==> src/rtl/tic_pkg.sv <==
// Constants, register map and encodings of the main timer with input capture
// Overview of operation
// - Prescaler divides clock by 1, 4, 8, 16
// - Count from zero, wrap, set overflow flag
// - Software cannot load, reset or stop counter
// - Three capture, four compare, one shared channel
// - Each function has own enable and vector
// - Low port lines readable at all times
// - Compare-owned lines ignore software port writes
// - First compare drives any upper line combination
// - Synchronised captures latch a stable count
// - Shared channel compares out of reset
// - Own writes on output line3 cause captures
// - Shared register ignores writes while capturing
// - Edge pair: off, rising, falling, any
// - Four edge pairs reset; fourth needs select
// - Channels independent; same period, same value
// - Capture moves full count in parallel
// - Dedicated captures unreset, read as byte registers
// - High-byte read blocks capture one cycle
// - Blocked capture delayed one cycle, kept
package tic_pkg;

  localparam int CNT_W = 16;
  localparam int NCAP = 4;
  localparam int NCMP = 5;
  localparam int ADDR_W = 8;

  // Register byte addresses
  localparam logic [ADDR_W-1:0] OFS_PACC_CTRL = 8'h00;
  localparam logic [ADDR_W-1:0] OFS_EDGE_CTRL = 8'h04;
  localparam logic [ADDR_W-1:0] OFS_CMP_ACT = 8'h08;
  localparam logic [ADDR_W-1:0] OFS_MASK_ONE = 8'h0C;
  localparam logic [ADDR_W-1:0] OFS_FLAG_ONE = 8'h10;
  localparam logic [ADDR_W-1:0] OFS_MASK_TWO = 8'h14;
  localparam logic [ADDR_W-1:0] OFS_FLAG_TWO = 8'h18;
  localparam logic [ADDR_W-1:0] OFS_PORT_A = 8'h1C;
  localparam logic [ADDR_W-1:0] OFS_OC1_MASK = 8'h20;
  localparam logic [ADDR_W-1:0] OFS_OC1_DATA = 8'h24;
  localparam logic [ADDR_W-1:0] OFS_COUNT = 8'h28;
  localparam logic [ADDR_W-1:0] OFS_PAIR_BASE = 8'h40;
  localparam logic [ADDR_W-1:0] OFS_CMP_BASE = 8'h60;

  // Field positions in pulse_accum_control; POS_OVF is the overflow bit of the second mask and flag
  localparam int POS_PRESCALE = 0;
  localparam int POS_CH4_SEL = 2;
  localparam int POS_LINE3_DIR = 3;
  localparam int POS_LINE7_DIR = 4;
  localparam int POS_OVF = 7;

  // Reset values
  localparam logic [7:0] RST_BYTE = 8'h00;
  localparam logic [CNT_W-1:0] RST_COUNT = 16'h0000;
  localparam logic [CNT_W-1:0] RST_CMP = 16'hFFFF;

  // Prescale terminal counts, divide by 1, 4, 8, 16
  localparam logic [3:0] PRE_TC0 = 4'h0;
  localparam logic [3:0] PRE_TC1 = 4'h3;
  localparam logic [3:0] PRE_TC2 = 4'h7;
  localparam logic [3:0] PRE_TC3 = 4'hF;

  typedef enum logic [1:0] {
    TIC_ACT_NONE = 2'h0,
    TIC_ACT_TOGGLE = 2'h1,
    TIC_ACT_CLEAR = 2'h2,
    TIC_ACT_SET = 2'h3
  } tic_act_e;

endpackage : tic_pkg

==> src/rtl/tic_timer.sv <==
// Main timer: prescaled free-running counter, input capture, output compare, APB
//
// The APB slave port and the register offsets were chosen for this implementation.
module tic_timer import tic_pkg::*; (
  // Clock and reset
  input wire logic pclk,
  input wire logic presetn,
  // APB slave
  input wire logic psel,
  input wire logic penable,
  input wire logic pwrite,
  input wire logic [ADDR_W-1:0] paddr,
  input wire logic [31:0] pwdata,
  output logic [31:0] prdata,
  output logic pready,
  output logic pslverr,
  // Port A lines
  input wire logic [7:0] pa_in,
  output logic [7:0] pa_out,
  output logic [7:0] pa_oe,
  // Interrupt requests, one per timer function
  output logic [8:0] irq_vec
);

  logic [7:0] pacc_ctrl_ff;
  logic [7:0] edge_ctrl_ff;
  logic [7:0] cmp_act_ff;
  logic [7:0] mask_one_ff;
  logic [7:0] flag_one_ff;
  logic mask_ovf_ff;
  logic flag_ovf_ff;
  logic [7:3] oc1_mask_ff;
  logic [7:3] oc1_data_ff;
  logic [7:0] pa_data_ff;
  logic [3:0] pre_cnt_ff;
  logic [CNT_W-1:0] count_ff;
  logic cnt_new_ff;
  logic [CNT_W-1:0] oc_ff [4];
  logic [CNT_W-1:0] shared_ff;
  logic [CNT_W-1:0] cap_ff [3];
  logic [7:0] sync1_ff;
  logic [7:0] sync2_ff;
  logic [NCAP-1:0] prev_ff;
  logic [NCAP-1:0] hold_ff;
  logic [NCAP-1:0] pend_ff;
  logic [CNT_W-1:0] pend_val_ff [NCAP];
  logic pready_ff;
  logic pslverr_ff;
  logic [31:0] prdata_ff;
  logic [7:0] pa_out_ff;
  logic [7:0] pa_oe_ff;
  logic [8:0] irq_ff;

  logic [1:0] prescale;
  logic ch4_sel;
  logic line3_dir;
  logic line7_dir;
  logic tick;
  logic [3:0] pre_tc;
  logic acc_done;
  logic wr_en;
  logic rd_en;
  logic [NCAP-1:0] cap_done;
  logic [CNT_W-1:0] cap_val [NCAP];
  logic [NCAP-1:0] rd_hi;
  logic [NCMP-1:0] match;
  logic [7:0] flag_set;
  logic [7:3] cmp_owned;
  logic [31:0] rd_data;
  logic rd_bad;

  assign prescale = pacc_ctrl_ff[POS_PRESCALE +: 2];
  assign ch4_sel = pacc_ctrl_ff[POS_CH4_SEL];
  assign line3_dir = pacc_ctrl_ff[POS_LINE3_DIR];
  assign line7_dir = pacc_ctrl_ff[POS_LINE7_DIR];

  // Access completes on the edge where pready is seen high
  assign acc_done = psel & penable & pready_ff;
  assign wr_en = acc_done & pwrite;
  assign rd_en = acc_done & ~pwrite;

  always_comb begin
    case (prescale)
      2'h0: pre_tc = PRE_TC0;
      2'h1: pre_tc = PRE_TC1;
      2'h2: pre_tc = PRE_TC2;
      default: pre_tc = PRE_TC3;
    endcase
  end

  assign tick = (pre_cnt_ff >= pre_tc);

  always_ff @(posedge pclk or negedge presetn) begin
    if (!presetn) begin
      pre_cnt_ff <= 4'h0;
    end else if (tick) begin
      pre_cnt_ff <= 4'h0;
    end else begin
      pre_cnt_ff <= pre_cnt_ff + 4'h1;
    end
  end

  // No bus path reaches the counter: it only counts
  always_ff @(posedge pclk or negedge presetn) begin
    if (!presetn) begin
      count_ff <= RST_COUNT;
      cnt_new_ff <= 1'b0;
    end else begin
      cnt_new_ff <= tick;
      if (tick) begin
        count_ff <= count_ff + 16'h0001;
      end
    end
  end

  always_ff @(posedge pclk or negedge presetn) begin
    if (!presetn) begin
      sync1_ff <= 8'h00;
      sync2_ff <= 8'h00;
    end else begin
      sync1_ff <= pa_in;
      sync2_ff <= sync1_ff;
    end
  end

  // Channel 0..2 watch lines 2..0, channel 3 is the shared line 3
  for (genvar g = 0; g < NCAP; g++) begin : g_cap
    localparam int LINE = (g == 3) ? 3 : 2 - g;
    localparam int EB = (g == 3) ? 6 : 4 - 2 * g;
    localparam logic [ADDR_W-1:0] HI_ADDR = ADDR_W'(OFS_PAIR_BASE + 8 * g);
    logic lvl;
    logic rise;
    logic fall;
    logic en;
    logic hit;

    // With line 3 driven, our own port writes make the capture edges
    assign lvl = (g == 3 && line3_dir) ? pa_data_ff[3] : sync2_ff[LINE];
    assign rise = lvl & ~prev_ff[g];
    assign fall = ~lvl & prev_ff[g];
    assign en = (g == 3) ? ch4_sel : 1'b1;
    assign hit = en & ((edge_ctrl_ff[EB] & rise) | (edge_ctrl_ff[EB+1] & fall));
    assign rd_hi[g] = rd_en & (paddr == HI_ADDR);
    assign cap_done[g] = ~hold_ff[g] & (hit | pend_ff[g]);
    // Old count is sampled on the edge that may bump it, so the value is settled
    assign cap_val[g] = hit ? count_ff : pend_val_ff[g];

    always_ff @(posedge pclk or negedge presetn) begin
      if (!presetn) begin
        prev_ff[g] <= 1'b0;
        hold_ff[g] <= 1'b0;
        pend_ff[g] <= 1'b0;
        pend_val_ff[g] <= RST_COUNT;
      end else begin
        prev_ff[g] <= lvl;
        hold_ff[g] <= rd_hi[g];
        pend_ff[g] <= hold_ff[g] & (hit | pend_ff[g]);
        if (hit && hold_ff[g]) begin
          pend_val_ff[g] <= count_ff;
        end
      end
    end
  end

  // Dedicated capture latches keep their contents through reset
  always_ff @(posedge pclk) begin
    for (int i = 0; i < 3; i++) begin
      if (cap_done[i]) begin
        cap_ff[i] <= cap_val[i];
      end
    end
  end

  always_comb begin
    for (int i = 0; i < 4; i++) begin
      match[i] = cnt_new_ff & (count_ff == oc_ff[i]);
    end
    match[4] = cnt_new_ff & ~ch4_sel & (count_ff == shared_ff);
  end

  always_ff @(posedge pclk or negedge presetn) begin
    if (!presetn) begin
      for (int i = 0; i < 4; i++) begin
        oc_ff[i] <= RST_CMP;
      end
    end else if (wr_en) begin
      for (int i = 0; i < 4; i++) begin
        if (paddr == ADDR_W'(OFS_CMP_BASE + 4 * i)) begin
          oc_ff[i] <= pwdata[CNT_W-1:0];
        end
      end
    end
  end

  // Shared register: compare value out of reset, capture latch when selected
  always_ff @(posedge pclk or negedge presetn) begin
    if (!presetn) begin
      shared_ff <= RST_CMP;
    end else if (ch4_sel) begin
      if (cap_done[3]) begin
        shared_ff <= cap_val[3];
      end
    end else if (wr_en && paddr == ADDR_W'(OFS_PAIR_BASE + 8'h18)) begin
      shared_ff[15:8] <= pwdata[7:0];
    end else if (wr_en && paddr == ADDR_W'(OFS_PAIR_BASE + 8'h1C)) begin
      shared_ff[7:0] <= pwdata[7:0];
    end
  end

  // A line is compare-owned when an action or the first compare's mask claims it, line 3 only while ch4_sel is clear
  always_comb begin
    cmp_owned[7] = oc1_mask_ff[7];
    cmp_owned[6] = oc1_mask_ff[6] | (cmp_act_ff[7:6] != TIC_ACT_NONE);
    cmp_owned[5] = oc1_mask_ff[5] | (cmp_act_ff[5:4] != TIC_ACT_NONE);
    cmp_owned[4] = oc1_mask_ff[4] | (cmp_act_ff[3:2] != TIC_ACT_NONE);
    cmp_owned[3] = ~ch4_sel & (oc1_mask_ff[3] | (cmp_act_ff[1:0] != TIC_ACT_NONE));
  end

  always_ff @(posedge pclk or negedge presetn) begin
    if (!presetn) begin
      pa_data_ff <= RST_BYTE;
    end else begin
      if (wr_en && paddr == OFS_PORT_A) begin
        for (int b = 3; b < 8; b++) begin
          if (!cmp_owned[b]) begin
            pa_data_ff[b] <= pwdata[b];
          end
        end
      end
      // Compares 2..5 drive lines 6..3, each by its action pair
      for (int k = 1; k < NCMP; k++) begin
        if (match[k]) begin
          case (tic_act_e'(cmp_act_ff[2*(4-k) +: 2]))
            TIC_ACT_TOGGLE: pa_data_ff[7-k] <= ~pa_data_ff[7-k];
            TIC_ACT_CLEAR: pa_data_ff[7-k] <= 1'b0;
            TIC_ACT_SET: pa_data_ff[7-k] <= 1'b1;
            default: pa_data_ff[7-k] <= pa_data_ff[7-k];
          endcase
        end
      end
      // First compare wins over the single-line compares on shared lines
      if (match[0]) begin
        for (int b = 3; b < 8; b++) begin
          if (oc1_mask_ff[b]) begin
            pa_data_ff[b] <= oc1_data_ff[b];
          end
        end
      end
    end
  end

  always_ff @(posedge pclk or negedge presetn) begin
    if (!presetn) begin
      pa_out_ff <= 8'h00;
      pa_oe_ff <= 8'h00;
    end else begin
      pa_out_ff <= {pa_data_ff[7:3], 3'b000};
      pa_oe_ff <= {line7_dir | oc1_mask_ff[7], 3'b111, line3_dir, 3'b000};
    end
  end

  always_ff @(posedge pclk or negedge presetn) begin
    if (!presetn) begin
      pacc_ctrl_ff <= RST_BYTE;
      edge_ctrl_ff <= RST_BYTE;
      cmp_act_ff <= RST_BYTE;
      mask_one_ff <= RST_BYTE;
      mask_ovf_ff <= 1'b0;
      oc1_mask_ff <= 5'h00;
      oc1_data_ff <= 5'h00;
    end else if (wr_en) begin
      if (paddr == OFS_PACC_CTRL) begin
        pacc_ctrl_ff <= {3'b000, pwdata[4:0]};
      end else if (paddr == OFS_EDGE_CTRL) begin
        edge_ctrl_ff <= pwdata[7:0];
      end else if (paddr == OFS_CMP_ACT) begin
        cmp_act_ff <= pwdata[7:0];
      end else if (paddr == OFS_MASK_ONE) begin
        mask_one_ff <= pwdata[7:0];
      end else if (paddr == OFS_MASK_TWO) begin
        mask_ovf_ff <= pwdata[POS_OVF];
      end else if (paddr == OFS_OC1_MASK) begin
        oc1_mask_ff <= pwdata[7:3];
      end else if (paddr == OFS_OC1_DATA) begin
        oc1_data_ff <= pwdata[7:3];
      end
    end
  end

  // Flag layout: 7..4 compares 1..4, 3 shared channel, 2..0 captures 1..3
  always_comb begin
    flag_set = {match[0], match[1], match[2], match[3], 4'h0};
    flag_set[3] = match[4] | cap_done[3];
    flag_set[2] = cap_done[0];
    flag_set[1] = cap_done[1];
    flag_set[0] = cap_done[2];
  end

  // Write one to clear; a set in the same cycle wins so no event is lost
  always_ff @(posedge pclk or negedge presetn) begin
    if (!presetn) begin
      flag_one_ff <= RST_BYTE;
      flag_ovf_ff <= 1'b0;
    end else begin
      if (wr_en && paddr == OFS_FLAG_ONE) begin
        flag_one_ff <= (flag_one_ff & ~pwdata[7:0]) | flag_set;
      end else begin
        flag_one_ff <= flag_one_ff | flag_set;
      end
      if (tick && count_ff == 16'hFFFF) begin
        flag_ovf_ff <= 1'b1;
      end else if (wr_en && paddr == OFS_FLAG_TWO && pwdata[POS_OVF]) begin
        flag_ovf_ff <= 1'b0;
      end
    end
  end

  always_ff @(posedge pclk or negedge presetn) begin
    if (!presetn) begin
      irq_ff <= 9'h000;
    end else begin
      irq_ff <= {flag_ovf_ff & mask_ovf_ff, flag_one_ff & mask_one_ff};
    end
  end

  always_comb begin
    rd_data = 32'h0000_0000;
    rd_bad = 1'b0;
    if (paddr == OFS_PACC_CTRL) begin
      rd_data[7:0] = pacc_ctrl_ff;
    end else if (paddr == OFS_EDGE_CTRL) begin
      rd_data[7:0] = edge_ctrl_ff;
    end else if (paddr == OFS_CMP_ACT) begin
      rd_data[7:0] = cmp_act_ff;
    end else if (paddr == OFS_MASK_ONE) begin
      rd_data[7:0] = mask_one_ff;
    end else if (paddr == OFS_FLAG_ONE) begin
      rd_data[7:0] = flag_one_ff;
    end else if (paddr == OFS_MASK_TWO) begin
      rd_data[POS_OVF] = mask_ovf_ff;
    end else if (paddr == OFS_FLAG_TWO) begin
      rd_data[POS_OVF] = flag_ovf_ff;
    end else if (paddr == OFS_PORT_A) begin
      // Low lines always show the pin, even while capturing
      rd_data[7:0] = {pa_data_ff[7:3] & {line7_dir, 3'b111, line3_dir} |
                      sync2_ff[7:3] & ~{line7_dir, 3'b111, line3_dir}, sync2_ff[2:0]};
    end else if (paddr == OFS_OC1_MASK) begin
      rd_data[7:3] = oc1_mask_ff;
    end else if (paddr == OFS_OC1_DATA) begin
      rd_data[7:3] = oc1_data_ff;
    end else if (paddr == OFS_COUNT) begin
      rd_data[CNT_W-1:0] = count_ff;
    end else if (paddr == OFS_PAIR_BASE) begin
      rd_data[7:0] = cap_ff[0][15:8];
    end else if (paddr == ADDR_W'(OFS_PAIR_BASE + 8'h04)) begin
      rd_data[7:0] = cap_ff[0][7:0];
    end else if (paddr == ADDR_W'(OFS_PAIR_BASE + 8'h08)) begin
      rd_data[7:0] = cap_ff[1][15:8];
    end else if (paddr == ADDR_W'(OFS_PAIR_BASE + 8'h0C)) begin
      rd_data[7:0] = cap_ff[1][7:0];
    end else if (paddr == ADDR_W'(OFS_PAIR_BASE + 8'h10)) begin
      rd_data[7:0] = cap_ff[2][15:8];
    end else if (paddr == ADDR_W'(OFS_PAIR_BASE + 8'h14)) begin
      rd_data[7:0] = cap_ff[2][7:0];
    end else if (paddr == ADDR_W'(OFS_PAIR_BASE + 8'h18)) begin
      rd_data[7:0] = shared_ff[15:8];
    end else if (paddr == ADDR_W'(OFS_PAIR_BASE + 8'h1C)) begin
      rd_data[7:0] = shared_ff[7:0];
    end else if (paddr == OFS_CMP_BASE) begin
      rd_data[CNT_W-1:0] = oc_ff[0];
    end else if (paddr == ADDR_W'(OFS_CMP_BASE + 8'h04)) begin
      rd_data[CNT_W-1:0] = oc_ff[1];
    end else if (paddr == ADDR_W'(OFS_CMP_BASE + 8'h08)) begin
      rd_data[CNT_W-1:0] = oc_ff[2];
    end else if (paddr == ADDR_W'(OFS_CMP_BASE + 8'h0C)) begin
      rd_data[CNT_W-1:0] = oc_ff[3];
    end else begin
      rd_bad = 1'b1;
    end
  end

  // One wait state: data and status are registered on the edge where pready rises
  always_ff @(posedge pclk or negedge presetn) begin
    if (!presetn) begin
      pready_ff <= 1'b0;
      pslverr_ff <= 1'b0;
      prdata_ff <= 32'h0000_0000;
    end else if (psel && penable && !pready_ff) begin
      pready_ff <= 1'b1;
      pslverr_ff <= rd_bad;
      prdata_ff <= pwrite ? 32'h0000_0000 : rd_data;
    end else begin
      pready_ff <= 1'b0;
      pslverr_ff <= 1'b0;
    end
  end

  assign prdata = prdata_ff;
  assign pready = pready_ff;
  assign pslverr = pslverr_ff;
  assign pa_out = pa_out_ff;
  assign pa_oe = pa_oe_ff;
  assign irq_vec = irq_ff;

endmodule : tic_timer

==> config.mk <==
export PLATFORM = sky130hd
export DESIGN_NAME = tic_timer
export DESIGN_NICKNAME = d
export VERILOG_FILES = /design/src/rtl/tic_pkg.sv /design/src/rtl/tic_timer.sv
export SDC_FILE = /design/constraint.sdc
export NUM_CORES = 1
export LEC_CHECK = 0
export BUFFER_PORTS_ARGS = -buffer_cell sky130_fd_sc_hd__buf_4
export CAP_MARGIN = 0
export CORE_UTILIZATION = 50
export DETAILED_ROUTE_END_ITERATION = 10
export GPL_TIMING_DRIVEN = 0
export PLACE_DENSITY = 0.68
export SYNTH_ARGS = -nofsm -noshare
export SYNTH_HDL_FRONTEND = slang
export SYNTH_SLANG_ARGS = --single-unit
==> constraint.sdc <==
create_clock -name pclk -period 2.6 [get_ports pclk]
set_input_delay 0.65 -clock pclk [delete_from_list [all_inputs] [get_ports pclk]]
set_output_delay 0.65 -clock pclk [all_outputs]
set_load 0.01 [all_outputs]
* After elaboration in Yosys (flattened, before gate mapping)
Memories as Yosys holds them, arrays and structs flattened.
Index checks and enable logic that the tools add are counted.
** Cells by class
- Equal/unequal tests :: 44
- Reductions and logical operators :: 36
- Bitwise logic cells :: 88
- $add $sub $neg :: 2
- Order comparisons :: 1
- Multiplexer cells :: 112
** Operators with widths (count)
- $mux 8 :: 36
- $mux 16 :: 12
- $eq 8x7->1 const B :: 12
- $eq 16x16->1 :: 5
- $mux 1 :: 50
- $and 1x1->1 :: 41
- $eq 8x5->1 const B :: 4
- $eq 8x6->1 const B :: 3
- $not 1->1 :: 24
- $mux 5 :: 4
- $eq 2x2->1 const B :: 9
- $add 16x1->16 const B :: 1
- $and 8x8->8 :: 2
- $eq 16x16->1 const B :: 1
- $eq 8x4->1 const B :: 2
- $or 8x8->8 :: 2
- $mux 7 :: 2
- $or 1x1->1 :: 14
- $reduce_bool 2->1 :: 7
- $logic_and 1x1->1 :: 13
- $pmux 1 s3 :: 4
- $pmux 4 s3 :: 1
- $reduce_and 2->1 :: 6
- $and 5x5->5 :: 2
- 20 further kinds :: 26
** Word-level totals
- Bits in writable memories :: 48
- Logic and storage cells :: 327
- Bits in registers :: 300
- Memories :: 1
- Output and inout port bits :: 59
- Input bits :: 53
** Memory list
- cap_ff :: depth 3, width 16, rd ports 3, clocked after Yosys merged registers in 0, write ports 3, line tic_timer.sv:40 : logic [CNT_W-1:0] cap_ff [3];

* Logic depth before layout (Yosys ltp)
- Depth after elaboration :: 25
- Gate-level depth with buffers :: 9
- Mapped depth without buffers :: 8

* Worst setup path before layout
No wires, ideal clock.
- Kind :: input to register
- Start point :: input paddr[2]
- End point :: register prdata_ff[7], in the netlist prdata[7]
- Data arrival time :: 2.340 ns
- Buffers on the path :: 2
- Library setup time :: 0.125 ns
- Path slack :: 0.135 ns
- Stages :: 8
- Data required time :: 2.475 ns
- Path through :: buf_2 -> or4b_1 -> buf_2 -> o221a_1 -> a222oi_1 -> o22ai_1 -> a221oi_2 -> nor3_1
** On the way
- Cells in the longest elaborated chain, start to end :: 25
- Elaborated cells on any way between the ends :: 47
- Those cells by class :: eq/ne: 22; mux: 24; reduce/logical: 1
** Ends and longest elaborated chain
- start, declared :: line tic_timer.sv:12 : input wire logic [ADDR_W-1:0] paddr,
- $eq 8x7->1 :: line tic_timer.sv:375 : end else if (paddr == ADDR_W'(OFS_CMP_BASE + 8'h0C)) begin
- $mux 16 :: line tic_timer.sv:375
- $mux 16 :: line tic_timer.sv:373 : end else if (paddr == ADDR_W'(OFS_CMP_BASE + 8'h08)) begin
- $mux 16 :: line tic_timer.sv:371 : end else if (paddr == ADDR_W'(OFS_CMP_BASE + 8'h04)) begin
- $mux 16 :: line tic_timer.sv:369 : end else if (paddr == OFS_CMP_BASE) begin
- $mux 8 :: line tic_timer.sv:367 : end else if (paddr == ADDR_W'(OFS_PAIR_BASE + 8'h1C)) begin
- $mux 8 :: line tic_timer.sv:365 : end else if (paddr == ADDR_W'(OFS_PAIR_BASE + 8'h18)) begin
- $mux 8 :: line tic_timer.sv:363 : end else if (paddr == ADDR_W'(OFS_PAIR_BASE + 8'h14)) begin
- [... 9 more ...]
- $mux 1 :: line tic_timer.sv:341 : end else if (paddr == OFS_FLAG_TWO) begin
- $mux 1 :: line tic_timer.sv:339 : end else if (paddr == OFS_MASK_TWO) begin
- $mux 8 :: line tic_timer.sv:337 : end else if (paddr == OFS_FLAG_ONE) begin
- $mux 8 :: line tic_timer.sv:335 : end else if (paddr == OFS_MASK_ONE) begin
- $mux 8 :: line tic_timer.sv:333 : end else if (paddr == OFS_CMP_ACT) begin
- $mux 8 :: line tic_timer.sv:331 : end else if (paddr == OFS_EDGE_CTRL) begin
- $mux 8 (*) :: line tic_timer.sv:329 : if (paddr == OFS_PACC_CTRL) begin
- $mux 16 (*) :: line tic_timer.sv:391 : prdata_ff <= pwrite ? 32'h0000_0000 : rd_data;
- end signal, assigned :: line tic_timer.sv:391
- end, declared :: line tic_timer.sv:49 : logic [31:0] prdata_ff;
Mark *: on every way between the ends. The rest lies on a longest branch, timed or not.
A chain may end at the register's enable or synchronous reset.

* Worst setup path in the final report
- Start point :: input paddr[2]
- End point :: register prdata_ff[3], in the netlist prdata[3]
** On the way
- Cells in the longest elaborated chain, start to end :: 25
- Elaborated cells on any way between the ends :: 47
- Those cells by class :: eq/ne: 22; mux: 24; reduce/logical: 1
** Ends and longest elaborated chain (line)
- $eq 8x7->1 :: tic_timer.sv:375
- $mux 16 :: tic_timer.sv:375
- $mux 16 :: tic_timer.sv:373
- $mux 16 :: tic_timer.sv:371
- $mux 16 :: tic_timer.sv:369
- $mux 8 :: tic_timer.sv:367
- $mux 8 :: tic_timer.sv:365
- $mux 8 :: tic_timer.sv:363
- [... 9 more ...]
- $mux 7 :: tic_timer.sv:341
- $mux 7 :: tic_timer.sv:339
- $mux 8 :: tic_timer.sv:337
- $mux 8 :: tic_timer.sv:335
- $mux 8 :: tic_timer.sv:333
- $mux 8 :: tic_timer.sv:331
- $mux 8 (*) :: tic_timer.sv:329
- $mux 16 (*) :: tic_timer.sv:391
Marks and branches as above.

==> impl_metrics.toml <==
[timing]
rsz0062_at_grt = "true"
hold_viol_final = 0
worst_slack_ns = -0.0364
fin_crit_ns = 2.64
drv_slew = 0
slew_headroom_pct = 34.8
worstMarginPinSlew_ns = 0.977
setup-tns-final_ns = -0.0496
clock_skew_ns = 0.0187
max_freq_mhz = 379
setup_violations = 2
period_share_pct = 101

[synthesis]
synth-main-ff-cell = "dfrtp_1"
synth_edf_count = 48
yosys_warnings = 0
synth_mux_area_share_pct = 18.2
yosysSeqAreaShare_pct = 51.2
syn_avg_cell_area_um2 = 11.6
synth_xor_area_share_pct = 5.36
synthAdderAreaFrac_pct = 0.455
syn_inst = 1427
synth_seq_cells = 324
syn_area_um2 = 16500
yosys.area_share.simple_pct = 10.8
synth-compound-area-share_pct = 9.84
synth_top_family_by_area = "multiplexers"
synthArstFlopShare_pct = 85.2
yosysUniqueCellTypes = 76

[placement]
hpwl_mm = 37.7
dpl_cell_area_um2 = 17700
gp_congestion = 1.00
dp_cells = 1959
portBuffers = 64

[setup_path]
crit_path_cell_trace = "buf_2, buf_2, buf_2, mux2i_1, o31ai_1, o21ai_0, nand3_1, a22o_1"
cp_slowest_stage_delay_ns = 0.45
worst-r2r-setup-slack_ns = 0.09
reg2reg_depth = 6
crit_path_frequent_cell = "buf_2"
path_class = "primary input to flip-flop"
r2r_start = "pacc_ctrl_ff[3]$_DFFE_PN0P_"
required_ns = 3.02
crit_arrival_ns = 3.05
crit_fanout = 10
start_kind = "primary input"
critPathCaptureType = "flip-flop"
r2r_end = "shared_ff[10]$_DFFE_PN1P_"
slowest_stage = "mux2i_1"

[clocking]
cts_num_sinks = 324
root_buffer = "clkbuf_16"
holdBufCountCts = 0
worstSkewPairLatency_ns = 0.53
clock_path_buffers = 3
cts_tree = "done"
clkTransAtPathRegs_ns = 0.06
cts-buffers-inserted = 37
h-tree-depth = 2

[layout]
drive_above_1_share_pct = 35.6
fill_cells = 2797
stdcell_count = 2032
fin_area_um2 = 19200
fin_nets = 1618
areaGrowthSynthToFinish_pct = 16.2

[floorplanning]
io_pins = 112
dieArea_um2 = 33700
core_region_area_um2 = 32500
die_w_um = 184
rows = 66
die_h_um = 184
start_util_pct = 50.7

[power_and_ir_drop]
ir_worst_vdd_uv = 550
power_density_nw_per_um2 = 644
power.leakage_nw = 8.42

[global_route]
grt_usage_pct = 32.0
grt_remaining_overflow = 0
grt_max_degree = 117
antenna_found_initial = 1
grt_pass1_vias = 12200
grt_pass1_wl_mm = 79.2

[routing]
drcViolationCount = 0
wl_per_cell_um = 26.2
wirelength_mm = 53.2
dr.pass1.iters = 6
drtIter0Drc = 1306
vias = 12600
routed_via_density = 6.18
ant_nets = 0

[worst_hold_path]
worstHoldPathType = "primary input to asynchronous set/reset pin"

[run]
maxCapViolations = 0

[outcome]
violations = "setup timing"
status = "finished with violations"
-- cells by family (layout without fill, tap and decap cells) --
logic type	count (synthesis)	count (layout)
AOI/OAI and AO/OA	237	237
xor gates and xnor gates	101	101
adders and majority gates	6	6
buffers and inverters	143	283
DFF	324	324
muxes	266	266
other	2	25
and+or+nand+nor	348	348
-- registers in the layout (all words and copies together) (netlist names), 4 cells and up --
name / cells
cap_ff: 48
cmp_act_ff: 8
count_ff: 16
edge_ctrl_ff: 8
flag_one_ff: 8
hold_ff: 4
irq_vec: 9
mask_one_ff: 8
oc1_data_ff: 5
oc1_mask_ff: 5
oc_ff: 64
pa_data_ff: 5
pa_out: 5
pacc_ctrl_ff: 5
pend_ff: 4
pend_val_ff: 64
prdata: 16
pre_cnt_ff: 4
prev_ff: 4
shared_ff: 16
sync1_ff: 5
sync2_ff: 5
-- Yosys cell counts, drive strengths merged, types with 6 or more instances --
| cell | count | area share (%) |
|---|---|---|
| a222oi | 8 | 0.49 |
| xnor2 | 50 | 2.7 |
| a21oi | 47 | 1.4 |
| ha | 6 | 0.46 |
| edfxtp | 48 | 8.7 |
| and2 | 13 | 0.49 |
| dfrtp | 196 | 30 |
| nor2b | 11 | 0.42 |
| mux2 | 238 | 16 |
| o21ai | 49 | 1.5 |
| nand2b | 15 | 0.57 |
| clkbuf | 71 | 1.6 |
| nor2 | 67 | 1.6 |
| mux2i | 25 | 1.5 |
| a31oi | 25 | 0.99 |
| inv | 11 | 0.25 |
| or4b | 6 | 0.36 |
| buf | 60 | 2.2 |
| a221oi | 6 | 0.36 |
| nor4 | 17 | 0.76 |
| a211oi | 6 | 0.27 |
| nand4 | 19 | 0.72 |
| nor3 | 26 | 0.88 |
| a21o | 12 | 0.55 |
| dfstp | 80 | 13 |
| a22oi | 22 | 1.0 |
| xor2 | 51 | 2.7 |
| nand2 | 117 | 2.7 |
| nand3 | 25 | 0.76 |
| o22ai | 7 | 0.27 |
| a22o | 13 | 0.69 |
-- cell type report --
cell class / count / area, µm² / area share [%]
diodes: 2 / 5.00 / 0.0261
multi-input cells: 981 / 7630 / 39.8
clock buffers: 60 / 1140 / 5.97
clock inverters: 8 / 76.3 / 0.398
well taps: 442 / 553 / 2.88
inverters: 12 / 48.8 / 0.255
flip-flops and latches: 324 / 8450 / 44.1
plain buffers: 127 / 638 / 3.33
repair buffers: 76 / 633 / 3.30
-- placed cells by master, fill, tap and decap left out, types with 24 or more instances in the layout --
cell type	count
xor2_1	51
clkbuf_16	39
buf_2	24
a21oi_1	46
nand3_1	25
o21ai_0	44
nor2_1	56
mux2_2	238
nand2_1	113
edfxtp_1	48
dfstp_2	80
buf_4	99
dfrtp_1	196
xnor2_1	50
clkbuf_1	70
-- worst max-delay path by stage --
| stage | start | endpoint | slack [ns] | cells after the start |
|---|---|---|---|---|
| floorplan | paddr[2] | prdata[7]$_DFFE_PN0P_ | 0.13 | 8 |
| global placement | presetn | irq_vec[6]$_DFF_PN0_ | -1.54 | 1 |
| detailed placement | paddr[2] | prdata[3]$_DFFE_PN0P_ | -1.05 | 8 |
| CTS | paddr[5] | flag_one_ff[3]$_DFF_PN0_ | 0.02 | 8 |
| global route | paddr[6] | prdata[3]$_DFFE_PN0P_ | -0.02 | 8 |
| finish | paddr[2] | prdata[3]$_DFFE_PN0P_ | -0.04 | 8 |
-- through the flow --
step                      utilization, %  power, mW  setup slack [ns]  hold slack, ns
after floorplan                        -       6.42             0.135           0.331
after global placement              54.1       7.08             -1.54           0.334
after detailed placement            54.5       7.12             -1.05           0.339
after CTS                           58.7       12.4            0.0171          0.0664
after global routing                58.9       12.7           -0.0170          0.0925
final                               58.9       12.4           -0.0364          0.0619
-- layer usage --
metal	up-vias	part of all wire, %	GRT usage [%]
met5	-	0.039	0
met4	2	4.2	13.3
met3	140	8.3	5.51
met2	680	45	48.5
met1	6310	43	45.4
li1	5421	-	-
-- report_power, final --
group	internal, mW	total, mW	switching [mW]
combinational	0.539	1.60	1.06
clock	3.12	5.23	2.11
sequential	5.30	5.52	0.223
total	8.96	12.4	3.39
-- worst max-delay path, delay by kind of cell --
kind	cells	cell delay (ns)
AOI/OAI and AO/OA	3	0.69
buffers and inverters	3	1.09
muxes	1	0.45
and+or+nand+nor	1	0.14
-- timing repair --
item / in CTS / in global routing
pin swaps: 1 / 3
endpoints found under the hold margin: 0 / 0
setup endpoints to repair: 113 / 34
resized for setup: 30 / 23
buffers inserted: 3 / 4
(Power assumes the default switching activity.)
